===== src/design/alarm_consts.svh =====
`ifndef ALARM_CONSTS_SVH
`define ALARM_CONSTS_SVH

// register byte addresses, low byte of each 16-bit word
`define ADDR_THRESHOLD_ONE    7'h20
`define ADDR_THRESHOLD_TWO    7'h22
`define ADDR_SAMPLE_COUNT_ONE 7'h24
`define ADDR_SAMPLE_COUNT_TWO 7'h26
`define ADDR_CONFIGURATION    7'h28
`define ADDR_DIAG_FLAGS       7'h3C

// reset value of every alarm register
`define REG_RESET             16'h0000

// threshold fields
`define THR_DIR_BIT           15
`define THR_VAL_MSB           13

// sample count field
`define CNT_MSB               7

// configuration fields
`define CFG_MODE_TWO          15
`define CFG_SRC_TWO_LSB       12
`define CFG_MODE_ONE          11
`define CFG_SRC_ONE_LSB       8
`define CFG_FILTER_BIT        4
`define CFG_OUT_EN_BIT        2
`define CFG_OUT_POL_BIT       1
`define CFG_OUT_LINE_BIT      0

// diagnostic flag positions
`define DIAG_ALARM_ONE_BIT    8

// source codes
`define SRC_DISABLED          3'h0
`define SRC_SUPPLY            3'h1
`define SRC_RATE              3'h2
`define SRC_AUX               3'h5
`define SRC_TEMP              3'h6

`endif


===== src/design/alarm_pkg.sv =====
package alarm_pkg;

    // one set of measurement words, 14 bits each
    typedef struct packed {
        logic [13:0] supply;
        logic [13:0] rate;
        logic [13:0] aux;
        logic [13:0] temp;
    } source_set_t;

    // selected source: valid flag, signedness and value
    typedef struct packed {
        logic        valid;
        logic        is_signed;
        logic [13:0] value;
    } picked_t;

    // data-ready and general-purpose line settings from outside
    typedef struct packed {
        logic       ready_en;
        logic       ready_line;
        logic       ready_level;
        logic [1:0] gpio_oe;
        logic [1:0] gpio_level;
    } line_cfg_t;

endpackage


===== src/design/dual_condition_alarm_monitor.sv =====
// Behaviour
// - two alarm channels, each with its own threshold, count, mode and source; filter bit 4 shared
// - threshold bit 15 picks greater or less
// - threshold bits 13:0 compared, bit 14 ignored
// - sample count bits 7:0, zero and one mean one
// - rate period is count times sample period
// - mode bits 15 and 11 select rate-of-change
// - three-bit source codes, zero disables alarm
// - bit 4 selects filtered or unfiltered data
// - bit 2 enables indicator, bit 0 picks line
// - bit 1 sets indicator active level
// - rate alarm compares change against threshold
// - all alarm registers reset to zero
// - status bits 9 and 8 report alarms
// - status flags clear on read, set again
// - line priority: data-ready, alarm, general-purpose
`timescale 1ns/1ps
`include "alarm_consts.svh"

module dual_condition_alarm_monitor (
    input  wire logic                   clk_i,
    input  wire logic                   rst_n_i,
    input  wire logic                   reg_wr_i,
    input  wire logic                   reg_rd_i,
    input  wire logic [6:0]             reg_addr_i,
    input  wire logic [7:0]             reg_wdata_i,
    output logic      [15:0]            reg_rdata_o,
    input  wire logic                   sample_tick_i,
    input  wire alarm_pkg::source_set_t raw_i,
    input  wire alarm_pkg::source_set_t filt_i,
    input  wire alarm_pkg::line_cfg_t   line_cfg_i,
    output logic      [1:0]             line_out_o,
    output logic      [1:0]             line_oe_o,
    output logic      [1:0]             alarm_active_o
);

    logic [15:0] thr_q [2];
    logic [15:0] thr_d [2];
    logic [15:0] cnt_reg_q [2];
    logic [15:0] cnt_reg_d [2];
    logic [15:0] cfg_q;
    logic [15:0] cfg_d;
    logic [15:0] rdata_q;
    logic [15:0] rdata_d;
    logic [1:0]  flag_q;
    logic [1:0]  flag_d;
    logic [1:0]  cond_q;
    logic        status_read;

    // picks one source word from the code; unused codes are invalid
    function automatic alarm_pkg::picked_t pick(input logic [2:0] code,
                                                input alarm_pkg::source_set_t s);
        alarm_pkg::picked_t p;
        p = '{valid: 1'b1, is_signed: 1'b0, value: 14'h0000};
        unique case (code)
            `SRC_SUPPLY: p.value = s.supply;
            `SRC_RATE: begin
                p.value     = s.rate;
                p.is_signed = 1'b1;
            end
            `SRC_AUX:    p.value = s.aux;
            `SRC_TEMP: begin
                p.value     = s.temp;
                p.is_signed = 1'b1;
            end
            default:     p.valid = 1'b0;
        endcase
        return p;
    endfunction

    // widens a 14-bit word to 16-bit signed per its format
    function automatic logic signed [15:0] widen(input logic [13:0] v, input logic sgn);
        return sgn ? {{2{v[13]}}, v} : {2'b00, v};
    endfunction

    // word address of a byte address, shared by writes, reads and flag clear
    function automatic logic [6:0] word_of(input logic [6:0] a);
        return {a[6:1], 1'b0};
    endfunction

    // register writes, byte wide; odd address writes the high byte
    always_comb begin
        thr_d     = thr_q;
        cnt_reg_d = cnt_reg_q;
        cfg_d     = cfg_q;
        if (reg_wr_i) begin
            unique case (word_of(reg_addr_i))
                `ADDR_THRESHOLD_ONE:
                    thr_d[0][reg_addr_i[0]*8 +: 8] = reg_wdata_i;
                `ADDR_THRESHOLD_TWO:
                    thr_d[1][reg_addr_i[0]*8 +: 8] = reg_wdata_i;
                `ADDR_SAMPLE_COUNT_ONE:
                    cnt_reg_d[0][reg_addr_i[0]*8 +: 8] = reg_wdata_i;
                `ADDR_SAMPLE_COUNT_TWO:
                    cnt_reg_d[1][reg_addr_i[0]*8 +: 8] = reg_wdata_i;
                `ADDR_CONFIGURATION:
                    cfg_d[reg_addr_i[0]*8 +: 8] = reg_wdata_i;
                default: ;
            endcase
        end
    end

    // configuration storage
    always_ff @(posedge clk_i or negedge rst_n_i) begin
        if (!rst_n_i) begin
            thr_q     <= '{`REG_RESET, `REG_RESET};
            cnt_reg_q <= '{`REG_RESET, `REG_RESET};
            cfg_q     <= `REG_RESET;
        end else begin
            thr_q     <= thr_d;
            cnt_reg_q <= cnt_reg_d;
            cfg_q     <= cfg_d;
        end
    end

    // per-channel evaluation
    for (genvar ch = 0; ch < 2; ch++) begin : g_chan
        localparam int MODE_POS = ch ? `CFG_MODE_TWO : `CFG_MODE_ONE;
        localparam int SRC_LSB  = ch ? `CFG_SRC_TWO_LSB : `CFG_SRC_ONE_LSB;

        alarm_pkg::picked_t     src;
        logic signed [15:0]     cur;
        logic signed [15:0]     thr_s;
        logic signed [15:0]     delta;
        logic        [15:0]     mag;
        logic        [7:0]      target;
        logic                   dir;
        logic                   rate_mode;
        logic                   cmp;
        logic                   cond_d;
        logic                   primed_q;
        logic                   primed_d;
        logic        [7:0]      tick_q;
        logic        [7:0]      tick_d;
        logic        [7:0]      tick_nx;
        logic signed [15:0]     base_q;
        logic signed [15:0]     base_d;

        // source, threshold and comparison terms
        always_comb begin
            src = pick(cfg_q[SRC_LSB +: 3],
                       cfg_q[`CFG_FILTER_BIT] ? filt_i : raw_i);
            rate_mode = cfg_q[MODE_POS];
            dir       = thr_q[ch][`THR_DIR_BIT];
            cur       = widen(src.value, src.is_signed);
            thr_s     = widen(thr_q[ch][`THR_VAL_MSB:0], src.is_signed);
            delta     = cur - base_q;
            mag       = delta[15] ? 16'(-delta) : 16'(delta);
            target    = (cnt_reg_q[ch][`CNT_MSB:0] > 8'h01) ?
                        cnt_reg_q[ch][`CNT_MSB:0] : 8'h01;
            tick_nx   = tick_q + 8'h01;
            if (rate_mode) begin
                cmp = dir ? (mag > {2'b00, thr_q[ch][`THR_VAL_MSB:0]}) :
                            (mag < {2'b00, thr_q[ch][`THR_VAL_MSB:0]});
            end else begin
                cmp = dir ? (cur > thr_s) : (cur < thr_s);
            end
        end

        // one evaluation per sample tick
        always_comb begin
            cond_d   = cond_q[ch];
            primed_d = primed_q;
            tick_d   = tick_q;
            base_d   = base_q;
            if (!src.valid) begin
                cond_d   = 1'b0;
                primed_d = 1'b0;
                tick_d   = 8'h00;
            end else if (sample_tick_i) begin
                if (!rate_mode) begin
                    cond_d   = cmp;
                    primed_d = 1'b0;
                    tick_d   = 8'h00;
                end else if (!primed_q) begin
                    base_d   = cur;
                    primed_d = 1'b1;
                    tick_d   = 8'h00;
                end else if (tick_nx >= target) begin
                    cond_d = cmp;
                    base_d = cur;
                    tick_d = 8'h00;
                end else begin
                    tick_d = tick_nx;
                end
            end
        end

        always_ff @(posedge clk_i or negedge rst_n_i) begin
            if (!rst_n_i) begin
                cond_q[ch] <= 1'b0;
                primed_q   <= 1'b0;
                tick_q     <= 8'h00;
                base_q     <= 16'sh0000;
            end else begin
                cond_q[ch] <= cond_d;
                primed_q   <= primed_d;
                tick_q     <= tick_d;
                base_q     <= base_d;
            end
        end

        // sticky flag: a new set wins over a read clear
        assign flag_d[ch] = (sample_tick_i & cond_d) | (flag_q[ch] & ~status_read);
    end

    assign status_read = reg_rd_i && (word_of(reg_addr_i) == `ADDR_DIAG_FLAGS);

    // read data mux
    always_comb begin
        rdata_d = rdata_q;
        if (reg_rd_i) begin
            unique case (word_of(reg_addr_i))
                `ADDR_THRESHOLD_ONE:    rdata_d = thr_q[0];
                `ADDR_THRESHOLD_TWO:    rdata_d = thr_q[1];
                `ADDR_SAMPLE_COUNT_ONE: rdata_d = cnt_reg_q[0];
                `ADDR_SAMPLE_COUNT_TWO: rdata_d = cnt_reg_q[1];
                `ADDR_CONFIGURATION:    rdata_d = cfg_q;
                `ADDR_DIAG_FLAGS:
                    rdata_d = 16'(flag_q) << `DIAG_ALARM_ONE_BIT;
                default:                rdata_d = 16'h0000;
            endcase
        end
    end

    // read data and status flags
    always_ff @(posedge clk_i or negedge rst_n_i) begin
        if (!rst_n_i) begin
            rdata_q <= 16'h0000;
            flag_q  <= 2'h0;
        end else begin
            rdata_q <= rdata_d;
            flag_q  <= flag_d;
        end
    end

    // digital line ownership by priority
    always_comb begin
        logic ind;
        ind = ((cond_q[0] | cond_q[1]) ~^ cfg_q[`CFG_OUT_POL_BIT]) ? 1'b1 : 1'b0;
        for (int i = 0; i < 2; i++) begin
            if (line_cfg_i.ready_en && (line_cfg_i.ready_line == i[0])) begin
                line_out_o[i] = line_cfg_i.ready_level;
                line_oe_o[i]  = 1'b1;
            end else if (cfg_q[`CFG_OUT_EN_BIT] &&
                         (cfg_q[`CFG_OUT_LINE_BIT] == i[0])) begin
                line_out_o[i] = ind;
                line_oe_o[i]  = 1'b1;
            end else begin
                line_out_o[i] = line_cfg_i.gpio_level[i];
                line_oe_o[i]  = line_cfg_i.gpio_oe[i];
            end
        end
    end

    assign reg_rdata_o    = rdata_q;
    assign alarm_active_o = cond_q;

endmodule


===== config.mk =====
export PLATFORM = sky130hd
export DESIGN_NAME = dual_condition_alarm_monitor
export DESIGN_NICKNAME = d
export VERILOG_FILES = /design/src/design/alarm_pkg.sv /design/src/design/dual_condition_alarm_monitor.sv
export VERILOG_INCLUDE_DIRS = /design/src /design/src/design
export SDC_FILE = /design/constraint.sdc
export NUM_CORES = 1
export LEC_CHECK = 0
export BUFFER_PORTS_ARGS = -buffer_cell sky130_fd_sc_hd__buf_2
export CAP_MARGIN = 10
export CELL_PAD_IN_SITES_DETAIL_PLACEMENT = 1
export CELL_PAD_IN_SITES_GLOBAL_PLACEMENT = 1
export CORE_MARGIN = 10
export CORE_UTILIZATION = 45
export CTS_CLUSTER_DIAMETER = 80
export DETAILED_ROUTE_END_ITERATION = 12
export GPL_ROUTABILITY_DRIVEN = 0
export PLACE_DENSITY_LB_ADDON = 0.1
export REMOVE_ABC_BUFFERS = 1
export SKIP_CTS_REPAIR_TIMING = 1
export SYNTH_ARGS = -nofsm -noshare
export SYNTH_HDL_FRONTEND = slang
export SYNTH_SLANG_ARGS = --single-unit

===== constraint.sdc =====
create_clock -name clk_i -period 8 [get_ports clk_i]
set_clock_uncertainty 0.15 [all_clocks]
set_input_delay 1.2 -clock clk_i [delete_from_list [all_inputs] [get_ports clk_i]]
set_output_delay 1.2 -clock clk_i [all_outputs]
set_load 0.01 [all_outputs]

# Yosys cells after proc, flatten, opt, wreduce, memory -nomap -nowiden
# Cells that the tools add are included.
# classes
n_addsub	7
order_cmp	12
n_eq_ne	18
shift	2
muxes	66
n_bitwise	11
reduce_logical	16
# op_table
op	n
$mux W16	10
$pmux W14 S4	2
$mux W8	12
$pmux W16 S6	1
$bwmux W16	5
$mux W56	1
$eq A6 B5 Y1 const B	6
$mux W1	35
$neg A4 Y34	1
$shift A8 B34 Y16 const A	1
$shiftx A8 B34 Y16	1
$gt A16 B14 Y1	2
$gt A16 B16 Y1	2
$lt A16 B14 Y1	2
$lt A16 B16 Y1	2
$neg A16 Y16	2
$sub A16 B16 Y16	2
$add A8 B1 Y8 const B	2
$ge A8 B8 Y1	2
$gt A8 B1 Y1 const B	2
$eq A3 B3 Y1 const B	4
$reduce_and A2 Y1	5
$reduce_and A4 Y1	2
$reduce_or A4 Y1	2
other kinds (10)	26
# word_totals
regBits	150
in_bits	139
out_inout_bits	22

# Depth between registers and ports, before layout
# depth
word_depth	17
depth_mapped	29
mapped_depth_nobuf	27

# Least setup slack after synthesis
# OpenSTA, ideal clock, no wires.
# synth_timing
path_type	flip-flop to flip-flop
startpoint	reg cfg_q[4]
endpoint	reg cond_q[0], in the netlist alarm_active_o[0]
setup_time_ns	0.065
t_arrival_ns	6.313
required_time_ns	7.785
setup_slack_ns	1.473
path_stages_with_launch	28
cell_sequence	dfrtp_1 > clkbuf_1 > buf_1 > clkbuf_1 > mux2i_1 > o22ai_1 > or2_2 > ha_1 > a21o_1 > a211oi_1 > a21oi_1 > o21a_1 > o311ai_0 > a21oi_1 > clkbuf_1 > nor2_1 > xnor2_1 > ha_1 > a21o_1 > a21o_1 > a21oi_1 > nor2_1 > nor4b_1 > mux2_2 > or3_1 > a31o_2 > a21oi_1 > a21o_1
# synth_via
elab_chain_len	14
word_cells_on_any_way	18
# synth_rtl
element	line	text
start, declared	dual_condition_alarm_monitor.sv:41	logic [15:0] cfg_q;
start signal, assigned	dual_condition_alarm_monitor.sv:108	cfg_q <= `REG_RESET;
start signal, assigned	dual_condition_alarm_monitor.sv:112	cfg_q <= cfg_d;
$mux W56 (*)	dual_condition_alarm_monitor.sv:142	cfg_q[`CFG_FILTER_BIT] ? filt_i : raw_i);
$pmux W14 S4 (*)	dual_condition_alarm_monitor.sv:55	unique case (code)
$mux W16 (*)	dual_condition_alarm_monitor.sv:73	return sgn ? {{2{v[13]}}, v} : {2'b00, v};
net g_chan[0].cur[4]	dual_condition_alarm_monitor.sv:122	logic signed [15:0] cur;
$sub A16 B16 Y16	dual_condition_alarm_monitor.sv:147	delta = cur - base_q;
$neg A16 Y16	dual_condition_alarm_monitor.sv:148	mag = delta[15] ? 16'(-delta) : 16'(delta);
$mux W16	dual_condition_alarm_monitor.sv:148	
$lt A16 B14 Y1 or $gt A16 B14 Y1 (tied branches)	dual_condition_alarm_monitor.sv:154, dual_condition_alarm_monitor.sv:153	
$mux W1	dual_condition_alarm_monitor.sv:153	cmp = dir ? (mag > {2'b00, thr_q[ch][`THR_VAL_MSB:0]}) :
$mux W1 (*)	dual_condition_alarm_monitor.sv:152	if (rate_mode) begin
$mux W1	dual_condition_alarm_monitor.sv:179	end else if (tick_nx >= target) begin
$mux W1	dual_condition_alarm_monitor.sv:175	end else if (!primed_q) begin
$mux W1 (*)	dual_condition_alarm_monitor.sv:171	if (!rate_mode) begin
$mux W1 (*)	dual_condition_alarm_monitor.sv:170	end else if (sample_tick_i) begin
$mux W1 (*)	dual_condition_alarm_monitor.sv:166	if (!src.valid) begin
net g_chan[0].cond_d	dual_condition_alarm_monitor.sv:130	logic cond_d;
end signal, assigned by index	dual_condition_alarm_monitor.sv:196	cond_q[ch] <= cond_d;
end, declared	dual_condition_alarm_monitor.sv:47	logic [1:0] cond_q;
# The timed path passes the listed nets; every way through them passes the cells marked *.
# A chain may end at the register's enable or synchronous reset.

# Worst setup path in the final report
# layout_timing
startpoint	reg cfg_q[9]
endpoint	reg flag_q[0]
# layout_via
word_cells_on_any_way	28
# layout_lines
element	line	text
$eq A3 B3 Y1, or another cell as far along	dual_condition_alarm_monitor.sv:55	
$pmux W14 S4 (*)	dual_condition_alarm_monitor.sv:55	
$mux W16 (*)	dual_condition_alarm_monitor.sv:73	
net g_chan[0].cur[1]	dual_condition_alarm_monitor.sv:122	
$sub A16 B16 Y16	dual_condition_alarm_monitor.sv:147	
$neg A16 Y16	dual_condition_alarm_monitor.sv:148	
$mux W16	dual_condition_alarm_monitor.sv:148	
$lt A16 B14 Y1 or $gt A16 B14 Y1 (tied branches)	dual_condition_alarm_monitor.sv:154, dual_condition_alarm_monitor.sv:153	
[2 not listed]	-	
$mux W1	dual_condition_alarm_monitor.sv:179	
$mux W1	dual_condition_alarm_monitor.sv:175	
$mux W1 (*)	dual_condition_alarm_monitor.sv:171	
$mux W1 (*)	dual_condition_alarm_monitor.sv:170	
$mux W1 (*)	dual_condition_alarm_monitor.sv:166	
$and A1 B1 Y1 (*)	dual_condition_alarm_monitor.sv:204	assign flag_d[ch] = (sample_tick_i & cond_d) | (flag_q[ch] & ~status_read);
$or A1 B1 Y1 (*)	dual_condition_alarm_monitor.sv:204	
net flag_d[0]	dual_condition_alarm_monitor.sv:46	logic [1:0] flag_d;
end signal, assigned	dual_condition_alarm_monitor.sv:233	flag_q <= flag_d;
end, declared	dual_condition_alarm_monitor.sv:45	logic [1:0] flag_q;
# Marked as above.

==> key figures <==
Setup path
  – Worst path slowest cell: o221ai_1
  – Slack of the worst reg-to-reg path: around 0.96 ns
  – Largest stage delay, worst path: around 0.67 ns
  – Crit. End Element: register
  – R2R Path Start: cfg_q[9]
  – Reg2reg end: flag_q[0]
  – Crit path required time: slightly above 8 ns
  – CP Class: reg -> reg
  – Critical Path End: flag_q[0]
  – Largest fanout on the critical path: 14
  – Crit-path cells: nor2b_1, nand2b_1, o221ai_1, ha_1, nor2b_1, o31ai_1, a21oi_1, o21a_1, o311ai_0, a21oi_1, buf_4, nor2_1, xor2_1, ha_1, a21oi_1, nor2b_1, o21ai_0, a21oi_1, nor4b_1, mux2_2, or3_1, a31o_2, a21oi_1, a21o_1
  – Reg2Reg Depth: 24
  – WP data arrival: roughly 7.3 ns
  – Setup crit start kind: register
  – Cell mode on critical path: a21oi_1
  – Crit path launch: cfg_q[9]

Pwr
  – Cell Pwr Density: approximately 200 mW/mm^2
  – Seq pwr share: a little over 30%
  – Clk pwr share: between 30% and 40%
  – Combinational power share: 37.5%
  – Peak VDD IR: 0.0001656 V
  – Leakage: about 0.0067 uW
  – Internal power: roughly 1800 uW
  – Net switching power: slightly above 1000 uW
  – Net Sw Frac: a little over a third

Final layout
  – Share of cells above drive strength 1: between 20% and 30%
  – Most common cell after layout, fill and taps aside: buf_2
  – Post-layout nets: around 1700
  – Syn-to-layout area delta: 14.71%
  – Filler cell count: just over 3000
  – Non-filler cells, final: 1827
  – Commonest non-fill, non-tap cells in the layout: buf_2, dfrtp_1, nand2_1
  – Ant diodes: 0

Clock network
  – H-tree levels: 4
  – Clock sink count: 148
  – CTS tree: built
  – Latest clock arrival within the worst-skew pair: roughly 0.44 ns
  – CTS Root Cell: clkbuf_16
  – Clk slew on worst S/H paths: ~0.070 ns
  – CTS Buf Count: 17
  – Max clock buf depth: 2

Detailed routing
  – Wire length on met1: around 17000 um
  – Post-DRT Antenna Nets: 0
  – Drt via density: 5.982
  – Iteration-0 DRC Markers: 662
  – Routed wire length: 41060 um
  – First drt pass iteration count: 6
  – Remaining DRCs: 0
  – Met2 WL: 21340 um
  – Wire per inst: between 20 and 25 um
  – Met3 wire length: between 1000 and 1500 um
  – Routed vias: ~11000
  – Max layer used: met4

Placement
  – Inst Count DP: between 1500 and 2000
  – Port Buffers: between 150 and 200
  – Hpwl dp: approximately 32000 um

Synth
  – Synth top area share: 30.85%
  – Yosys warnings: 0
  – Seq/Total Area, Yosys: 30.85%
  – Distinct cells, synth: slightly above 70
  – Synthesized area per cell: 8.927 um^2
  – Synth area leader: dfrtp_1
  – EDFF count, synth: 0
  – Ys flop type: dfrtp_1
  – Area contributors post-synth: dfrtp_1, ha_1, mux2_2, mux2i_1, nand2_1
  – Yosys reg bits: 148
  – Synth Instances: roughly 1300
  – Synthesized area: ~0.012 mm^2
  – Post-synth ARST share: 100.0%

Timing
  – Rel. slew slack: between 30% and 40%
  – Final setup vio count: 0
  – Final Slew Violations: 0
  – Actual slew at the worst max-slew pin: approximately 1.0 ns
  – Clock period minus worst slack: just over 7 ns
  – Final Hold Viols: 0
  – Setup_tns: 0 ns
  – F_max: between 100 and 150 MHz
  – RSZ-0062 raised after global routing: false
  – Crit share post-route: around 90%

Global route
  – Maximum number of pins on one net before global-route repair: 80
  – Grt total ovfl: 0
  – GR Util All Layers: between 20% and 30%
  – Antenna violations before repair: 0
  – Vias in the first global route: ~12000
  – Global-route wire length before repair: 64580 um

Floorplan
  – DIE AREA: between 0.03 and 0.04 mm^2
  – Die Y: 183.3 um
  – Num ports: 161
  – Core area: between 0.02 and 0.03 mm^2
  – Die width: roughly 180 um
  – Initial core utilization: between 40% and 50%
  – # rows: 59

Run status
  – Status: finished clean

Flow run
  – Max Cap Viol: 0

Min path
  – HP Class: reg -> reg
power groups by stage:
stage,Clock (uW),Sequential [uW],Combinational (uW)
2_1_floorplan,0,871,718
3_3_place_gp,0,884,999
3_5_place_dp,0,888,1030
4_1_cts,895,874,1050
5_1_grt,926,882,1190
6_report,883,876,1060
cell usage after synthesis (3+ instances only):
master,number
dfrtp_1,148
nand2_1,117
ha_1,110
nor2_1,93
mux2i_1,87
inv_1,85
mux2_2,80
a21oi_1,76
o21ai_0,68
o22ai_1,63
clkbuf_1,51
xnor2_1,34
nand2b_1,27
nand3_1,26
a21o_1,24
nor2b_1,22
xor2_1,20
nand4_1,19
o21a_1,16
nor3_1,13
or2_2,12
or3_1,11
a211o_1,9
and2_1,9
and3_1,9
a211oi_1,8
nor4_1,7
o211ai_1,7
a31oi_1,6
buf_1,6
nand3b_1,6
a221oi_1,5
o221ai_1,5
o31ai_1,5
a41o_1,4
and4_1,4
o2111ai_1,4
o21bai_1,3
per-stage QoR:
stage          cell area, um^2  utilization, %  hold WS, ns  setup slack [ns]  total power (uW)
2_1_floorplan            11790               -       0.2996            0.7774              1588
3_3_place_gp             13130           50.23       0.3325            0.9931              1883
3_5_place_dp             13130           50.23       0.3418            0.7726              1921
4_1_cts                  13760           52.65       0.3565             1.034              2823
5_1_grt                  13770           52.71       0.3785            0.4931              2994
6_report                 13770           52.71       0.3492            0.9604              2816
kinds of logic (layout without fill, tap and decap cells):
kind of cell | after synthesis | after routing | share of synthesized area, %
fa+ha+maj | 112 | 112 | 11.80
mux | 168 | 168 | 14.94
buf+inv | 144 | 291 | 4.512
simple gates | 389 | 389 | 16.11
flops | 148 | 148 | 30.85
xor+xnor | 55 | 55 | 4.168
compound gates | 329 | 329 | 17.62
how the worst min path moves through the flow:
| stage | startpoint | to | slack (ns) | depth (start not counted) |
|---|---|---|---|---|
| 2_1_floorplan | flag_q[0] | flag_q[0] | 0.30 | 1 |
| 3_3_place_gp | reg_rdata_o[8] | reg_rdata_o[8] | 0.33 | 1 |
| 3_5_place_dp | reg_rdata_o[8] | reg_rdata_o[8] | 0.34 | 1 |
| 4_1_cts | reg_rdata_o[8] | reg_rdata_o[8] | 0.36 | 1 |
| 5_1_grt | g_chan[1].base_q[13] | g_chan[1].base_q[13] | 0.38 | 1 |
| 6_report | reg_rdata_o[8] | reg_rdata_o[8] | 0.35 | 1 |
cell type report:
| type | instances | area [um^2] | share of cell area (%) |
|---|---|---|---|
| Tap cell | 335 | 419.2 | 3.043 |
| Multi-Input combinational cell | 1053 | 7771 | 56.42 |
| Sequential cell | 148 | 3705 | 26.90 |
| Inverter | 86 | 322.8 | 2.344 |
| Timing Repair Buffer | 173 | 924.6 | 6.713 |
| Clock buffer | 19 | 432.9 | 3.143 |
| Clock inverter | 13 | 197.7 | 1.435 |
state kept, by name (all words and copies together), names as in the netlist:
signal and cells:
alarm_active_o 2, cfg_q 16, cnt_reg_q 32, flag_q 2, g_chan.base_q 30, g_chan.dir 2, g_chan.primed_q 2, g_chan.tick_q 16
reg_rdata_o 16, thr_q 30
per-layer routing:
| metal | vias to the layer above | track usage [%] |
|---|---|---|
| met5 | - | 0 |
| met4 | 0 | 6.230 |
| met3 | 54 | 3.320 |
| met2 | 205 | 43.85 |
| met1 | 5511 | 29.73 |
| li1 | 5159 | - |
critical path: cells and delay by family, from the launching register on:
family / cells / cell delay [ns]
buffers and inverters: 1 / 0.24
and+or+nand+nor: 7 / 1.82
DFF: 1 / 0.41
adders and majority gates: 2 / 0.61
AOI/OAI and AO/OA: 12 / 3.18
xor gates and xnor gates: 1 / 0.18
muxes: 1 / 0.38
Power figures use the tool's default switching activity.
